## src/verilog/ptpc_pkg.sv

```systemverilog
// Shared constants for the timestamp control link and its register map.
// Assumes one 20 MHz clock shared by both ends of the link.
package ptpc_pkg;
  // Widths
  localparam int TS_W = 80;
  localparam int TAG_W = 16;
  localparam int ADJ_W = 11;
  localparam int CORR_W = 64;
  localparam int ENTRY_W = TAG_W + TS_W;
  // Timer field positions
  localparam int SEC_LSB = 32;
  localparam int TC_SIGN_BIT = 63;
  localparam int TC_NS_MSB = 62;
  localparam int TC_NS_LSB = 16;
  localparam int ADJ_NS_LSB = 3;
  localparam int ADJ_FRAC_SHIFT = TC_NS_LSB - ADJ_NS_LSB;
  // Frame operation codes
  localparam logic [1:0] OP_NONE = 2'h0;
  localparam logic [1:0] OP_ONE_STEP = 2'h1;
  localparam logic [1:0] OP_TWO_STEP = 2'h2;
  localparam logic [1:0] OP_RESERVED = 2'h3;
  // Timing
  localparam int CLK_MHZ = 20;
  localparam int CLK_PERIOD_NS = 1000 / CLK_MHZ;
  localparam logic [32:0] NS_PER_SEC = 33'h03b9aca00;
  localparam logic [32:0] NS_PER_CLK = 33'(CLK_PERIOD_NS);
  // Tag FIFO depth default
  localparam int FIFO_DEPTH = 4;
  // Register byte offsets
  localparam logic [7:0] REG_CTRL = 8'h00;
  localparam logic [7:0] REG_TX_CMD = 8'h04;
  localparam logic [7:0] REG_RX_CMD = 8'h08;
  localparam logic [7:0] REG_STATUS = 8'h0c;
  localparam logic [7:0] REG_TS_TAG = 8'h10;
  localparam logic [7:0] REG_TS_LO = 8'h14;
  localparam logic [7:0] REG_TS_MID = 8'h18;
  localparam logic [7:0] REG_TS_HI = 8'h1c;
  localparam logic [7:0] REG_CORR = 8'h20;
  localparam logic [7:0] REG_FCORR = 8'h24;
  localparam logic [7:0] REG_INS_LO = 8'h28;
  localparam logic [7:0] REG_RX_NS = 8'h30;
  localparam logic [7:0] REG_RX_SEC = 8'h34;
  localparam logic [7:0] REG_RX_FRAC = 8'h38;
  // Control and command register fields
  localparam int CTRL_TRANSP = 0;
  localparam int CTRL_ONE_STEP = 1;
  localparam int CTRL_PATH_RST = 2;
  localparam int CTRL_ADJ_LSB = 16;
  localparam int CMD_TAG_LSB = 16;
  localparam logic [31:0] CTRL_RESET = 32'h0;
endpackage : ptpc_pkg

```

## src/verilog/ptpc_link_if.sv

```systemverilog
// Link between the client logic and the timestamping datapath.
// Both ends run on the same clock; the bench joins them.
`timescale 1ns/1ps
`default_nettype none
interface ptpc_link_if;
  import ptpc_pkg::*;
  logic [TS_W-1:0] tx_timer;
  logic [TS_W-1:0] rx_timer;
  logic transp_mode;
  logic one_step_timestamp_enable;
  logic [ADJ_W-1:0] latency_adjust;
  logic tx_path_reset;
  logic tx_sop;
  logic [1:0] frame_timestamp_opcode;
  logic [TAG_W-1:0] tx_tag;
  logic [CORR_W-1:0] frame_correction;
  logic rx_sop;
  logic ts_ack;
  logic ts_valid;
  logic [TAG_W-1:0] ts_tag;
  logic [TS_W-1:0] ts_value;
  logic insert_valid;
  logic [TS_W-1:0] insert_ts;
  logic fifo_write_error;
  logic fifo_read_error;
  logic rx_ts_valid;
  logic [47:0] rx_seconds;
  logic [47:0] rx_nanoseconds;
  logic [15:0] rx_fraction;
  modport device (
    input tx_timer, rx_timer, transp_mode, one_step_timestamp_enable,
    input latency_adjust, tx_path_reset, tx_sop, frame_timestamp_opcode,
    input tx_tag, frame_correction, rx_sop, ts_ack,
    output ts_valid, ts_tag, ts_value, insert_valid, insert_ts,
    output fifo_write_error, fifo_read_error, rx_ts_valid,
    output rx_seconds, rx_nanoseconds, rx_fraction
  );
  modport client (
    output tx_timer, rx_timer, transp_mode, one_step_timestamp_enable,
    output latency_adjust, tx_path_reset, tx_sop, frame_timestamp_opcode,
    output tx_tag, frame_correction, rx_sop, ts_ack,
    input ts_valid, ts_tag, ts_value, insert_valid, insert_ts,
    input fifo_write_error, fifo_read_error, rx_ts_valid,
    input rx_seconds, rx_nanoseconds, rx_fraction
  );
endinterface : ptpc_link_if
`default_nettype wire

```

## src/verilog/ptpc_device.sv

```systemverilog
// Timestamping datapath end: timer decode, per-frame operations,
// one-step adjustment and the tag FIFO with sticky error flags.
// Assumes the client drives every link input on this same clock.
//
// Decided for this implementation: the Wishbone register port and the address map.
`timescale 1ns/1ps
`default_nettype none
// Functional notes
// Normal RX timer: 48 seconds, 32 nanoseconds
// Transparent: bits 62:16 ns, 15:0 fraction
// Client keeps timer bit 63 zero
// Client drives RX timer on lane clock
// One-step enable high allows one-step operation
// One-step adds 11-bit latency adjust value
// Control pins exist without register interface
// Transparent mode: timer is a correction
// Transparent TX adds correction to timestamp
// Correction sign bit taken as zero
// Client pre-adjusts frame correction field
// Flag set on tag write error
// Flag set on tag read error
// Flags stay until TX path reset
// Opcode 00: no timestamp, frame untouched
// Opcode 01: capture and insert timestamp
// Opcode 10: capture and return timestamp
// Opcode 11 behaves as no operation
// Client drives TX timer on TX clock
// Tag returned with one- and two-step stamps
// Opcode and tag valid with start word
module ptpc_device
  import ptpc_pkg::*;
#(
  parameter int DEPTH = FIFO_DEPTH
) (
  // Clock and reset
  input wire logic clk_i,
  input wire logic reset_i,
  input wire logic ce_i,
  // Link to client
  ptpc_link_if.device link
);

  localparam int AW = (DEPTH > 1) ? $clog2(DEPTH) : 1;
  localparam int CW = $clog2(DEPTH + 1);
  localparam logic [AW-1:0] LAST_PTR = AW'(DEPTH - 1);
  localparam logic [CW-1:0] FULL_CNT = CW'(DEPTH);

  typedef struct packed {
    logic wr_err;
    logic rd_err;
    logic rx_valid;
    logic [47:0] rx_secs;
    logic [47:0] rx_ns;
    logic [15:0] rx_frac;
    logic ins_valid;
    logic [TS_W-1:0] ins_ts;
    logic [AW-1:0] wptr;
    logic [AW-1:0] rptr;
    logic [CW-1:0] count;
    logic [DEPTH-1:0][ENTRY_W-1:0] mem;
  } ptpc_dev_st_t;

  ptpc_dev_st_t s;
  ptpc_dev_st_t next_s;

  // Decoded transmit side values
  logic [CORR_W-1:0] corr;
  logic [CORR_W-1:0] tc_sum;
  logic [CORR_W-1:0] tc_adj;
  logic [32:0] ns_sum;
  logic [47:0] secs_adj;
  logic [31:0] ns_adj;
  logic [TS_W-1:0] two_step_ts;
  logic [TS_W-1:0] one_step_ts;
  logic do_one;
  logic do_two;
  logic push;
  logic pop;

  always_comb begin
    // Sign bit forced clear, so the residence correction never goes negative
    corr = {1'b0, link.tx_timer[TC_NS_MSB:0]};
    // Frame correction plus residence correction
    tc_sum = link.frame_correction + corr;
    // Latency moved onto the 16-bit fraction grid
    tc_adj = tc_sum
      + (CORR_W'(link.latency_adjust) << ADJ_FRAC_SHIFT);
    // Normal format only resolves whole nanoseconds
    ns_sum = {1'b0, link.tx_timer[SEC_LSB-1:0]}
      + {25'h0, link.latency_adjust[ADJ_W-1:ADJ_NS_LSB]};
    // One carry is enough: the adjust is far below a second
    if (ns_sum >= NS_PER_SEC) begin
      ns_adj = 32'(ns_sum - NS_PER_SEC);
      secs_adj = link.tx_timer[TS_W-1:SEC_LSB] + 48'h1;
    end else begin
      ns_adj = ns_sum[31:0];
      secs_adj = link.tx_timer[TS_W-1:SEC_LSB];
    end
    if (link.transp_mode) begin
      two_step_ts = {16'h0, tc_sum};
      one_step_ts = {16'h0, tc_adj};
    end else begin
      two_step_ts = link.tx_timer;
      one_step_ts = {secs_adj, ns_adj};
    end
  end

  always_comb begin
    // Opcode sampled only with the start word
    do_one = 1'b0;
    do_two = 1'b0;
    if (link.tx_sop) begin
      case (link.frame_timestamp_opcode)
        OP_ONE_STEP: begin
          // Pin gates one-step; the client's CTRL register bit drives the pin
          do_one = link.one_step_timestamp_enable;
        end
        OP_TWO_STEP: begin
          do_two = 1'b1;
        end
        OP_RESERVED: begin
          do_one = 1'b0;
        end
        default: begin
          do_one = 1'b0;
        end
      endcase
    end
    push = do_one | do_two;
    pop = link.ts_ack;
  end

  always_comb begin
    next_s = s;
    next_s.rx_valid = 1'b0;
    next_s.ins_valid = 1'b0;
    // Receive timer decode on each receive start word
    if (link.rx_sop) begin
      next_s.rx_valid = 1'b1;
      if (link.transp_mode) begin
        next_s.rx_secs = 48'h0;
        next_s.rx_ns = {1'b0, link.rx_timer[TC_NS_MSB:TC_NS_LSB]};
        next_s.rx_frac = link.rx_timer[TC_NS_LSB-1:0];
      end else begin
        next_s.rx_secs = link.rx_timer[TS_W-1:SEC_LSB];
        next_s.rx_ns = {16'h0, link.rx_timer[SEC_LSB-1:0]};
        next_s.rx_frac = 16'h0;
      end
    end
    // Inserted value for the outgoing frame
    if (do_one) begin
      next_s.ins_valid = 1'b1;
      next_s.ins_ts = one_step_ts;
    end
    // Tag FIFO; a pop and a push may share a cycle
    // A full push with a same-cycle pop frees its own slot
    if (pop && s.count == '0) begin
      next_s.rd_err = 1'b1;
    end
    if (push && s.count == FULL_CNT && !(pop && s.count != '0)) begin
      next_s.wr_err = 1'b1;
    end
    if (pop && s.count != '0) begin
      next_s.rptr = (s.rptr == LAST_PTR) ? '0 : s.rptr + AW'(1);
    end
    if (push && (s.count != FULL_CNT || pop)) begin
      next_s.mem[s.wptr] = {link.tx_tag,
        do_one ? one_step_ts : two_step_ts};
      next_s.wptr = (s.wptr == LAST_PTR) ? '0 : s.wptr + AW'(1);
    end
    if (push && !(pop && s.count != '0) && s.count != FULL_CNT) begin
      next_s.count = s.count + CW'(1);
    end else if (!push && pop && s.count != '0) begin
      next_s.count = s.count - CW'(1);
    end
    // Path reset empties the FIFO and clears flags
    // It outranks a same-cycle error, so a push there is lost too
    if (link.tx_path_reset) begin
      next_s.wr_err = 1'b0;
      next_s.rd_err = 1'b0;
      next_s.wptr = '0;
      next_s.rptr = '0;
      next_s.count = '0;
    end
  end

  always_ff @(posedge clk_i or posedge reset_i) begin
    if (reset_i) begin
      s <= '0;
    end else if (ce_i) begin
      s <= next_s;
    end
  end

  // Outputs
  assign link.ts_valid = (s.count != '0);
  assign link.ts_tag = s.mem[s.rptr][ENTRY_W-1:TS_W];
  assign link.ts_value = s.mem[s.rptr][TS_W-1:0];
  assign link.insert_valid = s.ins_valid;
  assign link.insert_ts = s.ins_ts;
  assign link.fifo_write_error = s.wr_err;
  assign link.fifo_read_error = s.rd_err;
  assign link.rx_ts_valid = s.rx_valid;
  assign link.rx_seconds = s.rx_secs;
  assign link.rx_nanoseconds = s.rx_ns;
  assign link.rx_fraction = s.rx_frac;

endmodule : ptpc_device
`default_nettype wire

```

## src/flat_wrapper.sv

```systemverilog
// flat-port wrapper written by rule: the top's interface ports become plain ports
module ptpc_device_flat import ptpc_pkg::*;
#(
  parameter int DEPTH = FIFO_DEPTH
)
  (clk_i, reset_i, ce_i, link_tx_timer, link_rx_timer, link_transp_mode, link_one_step_timestamp_enable, link_latency_adjust, link_tx_path_reset, link_tx_sop, link_frame_timestamp_opcode, link_tx_tag, link_frame_correction, link_rx_sop, link_ts_ack, link_ts_valid, link_ts_tag, link_ts_value, link_insert_valid, link_insert_ts, link_fifo_write_error, link_fifo_read_error, link_rx_ts_valid, link_rx_seconds, link_rx_nanoseconds, link_rx_fraction);
  ptpc_link_if link_i ();
  input wire logic clk_i;
  input wire logic reset_i;
  input wire logic ce_i;
  input wire logic [$bits(link_i.tx_timer)-1:0] link_tx_timer;
  input wire logic [$bits(link_i.rx_timer)-1:0] link_rx_timer;
  input wire logic [$bits(link_i.transp_mode)-1:0] link_transp_mode;
  input wire logic [$bits(link_i.one_step_timestamp_enable)-1:0] link_one_step_timestamp_enable;
  input wire logic [$bits(link_i.latency_adjust)-1:0] link_latency_adjust;
  input wire logic [$bits(link_i.tx_path_reset)-1:0] link_tx_path_reset;
  input wire logic [$bits(link_i.tx_sop)-1:0] link_tx_sop;
  input wire logic [$bits(link_i.frame_timestamp_opcode)-1:0] link_frame_timestamp_opcode;
  input wire logic [$bits(link_i.tx_tag)-1:0] link_tx_tag;
  input wire logic [$bits(link_i.frame_correction)-1:0] link_frame_correction;
  input wire logic [$bits(link_i.rx_sop)-1:0] link_rx_sop;
  input wire logic [$bits(link_i.ts_ack)-1:0] link_ts_ack;
  output wire logic [$bits(link_i.ts_valid)-1:0] link_ts_valid;
  output wire logic [$bits(link_i.ts_tag)-1:0] link_ts_tag;
  output wire logic [$bits(link_i.ts_value)-1:0] link_ts_value;
  output wire logic [$bits(link_i.insert_valid)-1:0] link_insert_valid;
  output wire logic [$bits(link_i.insert_ts)-1:0] link_insert_ts;
  output wire logic [$bits(link_i.fifo_write_error)-1:0] link_fifo_write_error;
  output wire logic [$bits(link_i.fifo_read_error)-1:0] link_fifo_read_error;
  output wire logic [$bits(link_i.rx_ts_valid)-1:0] link_rx_ts_valid;
  output wire logic [$bits(link_i.rx_seconds)-1:0] link_rx_seconds;
  output wire logic [$bits(link_i.rx_nanoseconds)-1:0] link_rx_nanoseconds;
  output wire logic [$bits(link_i.rx_fraction)-1:0] link_rx_fraction;
  assign link_i.tx_timer = link_tx_timer;
  assign link_i.rx_timer = link_rx_timer;
  assign link_i.transp_mode = link_transp_mode;
  assign link_i.one_step_timestamp_enable = link_one_step_timestamp_enable;
  assign link_i.latency_adjust = link_latency_adjust;
  assign link_i.tx_path_reset = link_tx_path_reset;
  assign link_i.tx_sop = link_tx_sop;
  assign link_i.frame_timestamp_opcode = link_frame_timestamp_opcode;
  assign link_i.tx_tag = link_tx_tag;
  assign link_i.frame_correction = link_frame_correction;
  assign link_i.rx_sop = link_rx_sop;
  assign link_i.ts_ack = link_ts_ack;
  assign link_ts_valid = link_i.ts_valid;
  assign link_ts_tag = link_i.ts_tag;
  assign link_ts_value = link_i.ts_value;
  assign link_insert_valid = link_i.insert_valid;
  assign link_insert_ts = link_i.insert_ts;
  assign link_fifo_write_error = link_i.fifo_write_error;
  assign link_fifo_read_error = link_i.fifo_read_error;
  assign link_rx_ts_valid = link_i.rx_ts_valid;
  assign link_rx_seconds = link_i.rx_seconds;
  assign link_rx_nanoseconds = link_i.rx_nanoseconds;
  assign link_rx_fraction = link_i.rx_fraction;
  ptpc_device #(.DEPTH(DEPTH)) u_core (.clk_i(clk_i), .reset_i(reset_i), .ce_i(ce_i), .link(link_i));
endmodule
```

## config.mk

```make
export PLATFORM = sky130hd
export DESIGN_NAME = ptpc_device_flat
export DESIGN_NICKNAME = d
export VERILOG_FILES = /design/src/verilog/ptpc_pkg.sv /design/src/verilog/ptpc_link_if.sv /design/src/verilog/ptpc_device.sv /design/src/flat_wrapper.sv
export SDC_FILE = /design/constraint.sdc
export NUM_CORES = 2
export LEC_CHECK = 0
export ABC_AREA = 1
export BUFFER_PORTS_ARGS = -buffer_cell sky130_fd_sc_hd__buf_2
export CAP_MARGIN = 10
export CORE_AREA = 2 2 259 261
export DETAILED_ROUTE_END_ITERATION = 16
export DIE_AREA = 0 0 261 263
export PLACE_DENSITY = 0.82
export SYNTH_ARGS = -nofsm -noshare
export SYNTH_HDL_FRONTEND = slang
export SYNTH_SLANG_ARGS = --single-unit
```

## constraint.sdc

```tcl
create_clock -name clk_i -period 44.9 [get_ports clk_i]
set_input_delay 11.225 -clock clk_i [delete_from_list [all_inputs] [get_ports clk_i]]
set_output_delay 11.225 -clock clk_i [all_outputs]
set_load 0.03 [all_outputs]
```

==> run metrics <==
syn_area_per_cell=6.352 um2; Seq cells post-synth=586; EDFF count, synth=0; Total Nets Final=between 6000 and 7000; Vias=roughly 44000; layout cells sized above 1=0.1118; number of global-route vias before repair=a little under 40000; final hold vios=0; required time worst endpoint=45.41 ns; final slew viol count=0; CTS resizes=0; first-pass detailed-route iteration total=9; most frequent CP cell=nand2_1; cell area after placement=between 40000 and 50000 um2; ys async rst share=1.000; Sw Pwr=about 940 uW; R2R Path Start=u_core.s[386]; slowest CP cell=nor3_1; Slew @ Worst Pin=1.189 ns; hold_buf cts=0; largest net degree at the start of global routing=182; initial core utilization=0.6182; overall global routing resource usage=0.4245; ys flop type=dfrtp_1; Remaining DRCs=0; R2R setup slack=41.51 ns; clk_skew=~0.036 ns; share of total power in sequential cells=0.346; most common cell in the netlist=nand2_1; synthesized cell area=40570 um2; die height=263 um; largest family of logic cells by synthesized area=simple AND/OR/NAND/NOR gates; Total Routed Length=~150000 um; top cells by area, synth=dfrtp_1, nand2_1, nor2_1; port bufs=approximately 550; Fin Setup TNS=0 ns; power density cells=48.46 nW/um2; Synth Area in Simple Gates=0.3764; Critical path origin=link_tx_timer[0]; maximum VDD drop=35.00 uV; fraction of synthesized area in multiplexers=0; Hold WC Path Type=reg -> reg; setup bufs post-CTS=0; adder-cell share of the synthesized area=0.02942; Core Area=65630 um2; final setup vio count=0; Final ANT Viol Nets=0; synthesis-to-finish area growth=9.687%; worst r2r dst=u_core.s[123]; Setup crit end=u_core.s[61]; initial antenna violation count=23; Final Cycle Share=0.3533; CTS tree=built; cell count after synthesis=6387; Yosys top cell area share=0.3614; Critical Path Start Type=primary input; Max stage delay on crit path=0.53 ns; Worst R2R Path Depth=12; standard-cell rows=94; final instance area=between 40000 and 50000 um2; worst-case clock buffer depth=3; cts bufs inserted=66; most frequent cells after synthesis=nand2_1, dfrtp_1, nor2_1, inv_1, o21ai_0; WP data arrival=16.37 ns; clock group share of total power=0.251; Max-cap violations=0; wire per inst=19.90 um; DRT iter0 DRCs=6038; FF+latch area=14670 um2; detailed placement HPWL=108300 um; Synth Area in Compound Gates=0.1094; number of top-level pins=555; critical path peak fanout=6; die width=261 um; Switching Fraction=0.4362; sequential share of the synthesized area=0.3614; Critical Setup Path Class=in -> reg; Post-Synth XOR/XNOR Area=0.01382; Clock Root Buffer=clkbuf_16; Fillers=between 5000 and 6000; first-pass GRT wire length=225900 um; syn nets=6742; Pint=1216 uW; Tmin final=~16 ns; status=finished, final reports clean; f_max=between 60 and 70 MHz; clk slew on worst S/H paths=0.06 ns; Fin Hold WS=0.4707 ns; Yosys top cell by area=dfrtp_1; multi-input logic area=21510 um2; H-Tree Depth=3; Worst-Skew Late Latency=0.62 ns; Gate power share=0.403; DR vias/cell=5.841; CP endpoint kind=register; Leak=0.02493 uW; Clock Sink Count=a little under 600; count of different cell masters after synthesis=48; Slew HR=0.2073; GPL Wtd Cong=1.159; RSZ-0062 raised after global routing=no; Yosys Warn Count=0; full die area=68640 um2; total grt overflow=0
==> how the worst min path moves through the flow <==
stage             startpoint            end  slack [ns]  depth (start not counted)
4_1_cts        u_core.s[382]  u_core.s[382]        0.47                          2
6_report       u_core.s[372]  u_core.s[372]        0.47                          2
3_3_place_gp   u_core.s[382]  u_core.s[382]        0.45                          2
5_1_grt        u_core.s[240]  u_core.s[240]        0.49                          2
3_5_place_dp   u_core.s[382]  u_core.s[382]        0.45                          2
2_1_floorplan  u_core.s[382]  u_core.s[382]        0.44                          2
==> cells in the final DEF (no fill, tap or decap), types with 89 or more instances in the layout <==
master | synthesis | final
nand2_1 | 2736 | 2732
dfrtp_1 | 586 | 584
nor2_1 | 583 | 581
buf_2 | 13 | 552
inv_1 | 514 | 510
o21ai_0 | 424 | 424
nand3_1 | 397 | 397
a21oi_1 | 186 | 186
o22ai_1 | 96 | 96
ha_1 | 89 | 89
==> worst max-delay path: cells and delay by family <==
kind	cells	cell delay [ns]
xor+xnor	1	0.51
compound gates	4	0.60
simple gates	18	2.62
buf+inv	4	0.36
fa+ha+maj	3	1.10
==> per-stage QoR <==
| step | power [uW] | std cells | setup WS, ns | util |
|---|---|---|---|---|
| floorplan | 1352 | 6387 | 17.28 | - |
| global placement | 1580 | 7385 | 28.72 | 0.6444 |
| detailed placement | 1596 | 7385 | 28.70 | 0.6444 |
| CTS | 2138 | 7503 | 29.35 | 0.6775 |
| global route | 2261 | 7518 | 28.75 | 0.6780 |
| finish | 2157 | 7519 | 29.04 | 0.6781 |
==> routing by layer <==
layer	vias to the layer above	GRT usage	part of all wire
li1	20405	-	-
met1	20321	0.5955	0.39
met2	2757	0.6118	0.42
met3	418	0.1183	0.14
met4	14	0.1864	0.049
met5	-	0	0.00052
==> power by group through the flow <==
stage	clock, uW	combinational, uW	sequential (uW)
3_5_place_dp	0	847	749
3_3_place_gp	0	834	746
5_1_grt	566	935	760
6_report	541	869	747
2_1_floorplan	0	625	727
4_1_cts	543	853	743
==> cells by family (layout without fill, tap and decap cells) <==
logic type	count (synthesis)	after routing
other cells	1	17
fa+ha+maj	93	93
simple gates	3848	3848
compound gates	816	816
flops	586	586
xor+xnor	64	64
buf+inv	979	1231
==> area by class of cell <==
class / instances / area share
multi-input combinational: 4822 / 0.4834
clock inverter: 22 / 0.005342
tap: 864 / 0.02429
sequential: 586 / 0.3296
inverter: 527 / 0.04482
antenna: 16 / 0.0008997
clock buffer: 96 / 0.04347
timing repair buffer: 586 / 0.06818
==> flip-flops by register name (all words and copies together) (netlist names) <==
register / count
u_core.link.insert_valid: 1
u_core.link.rx_fraction: 16
u_core.link.fifo_write_error: 1
u_core.link.rx_nanoseconds: 47
u_core.link.rx_ts_valid: 1
u_core.link.insert_ts: 80
u_core.s: 391
u_core.link.fifo_read_error: 1
u_core.link.rx_seconds: 48
Power figures use the tool's default switching activity.
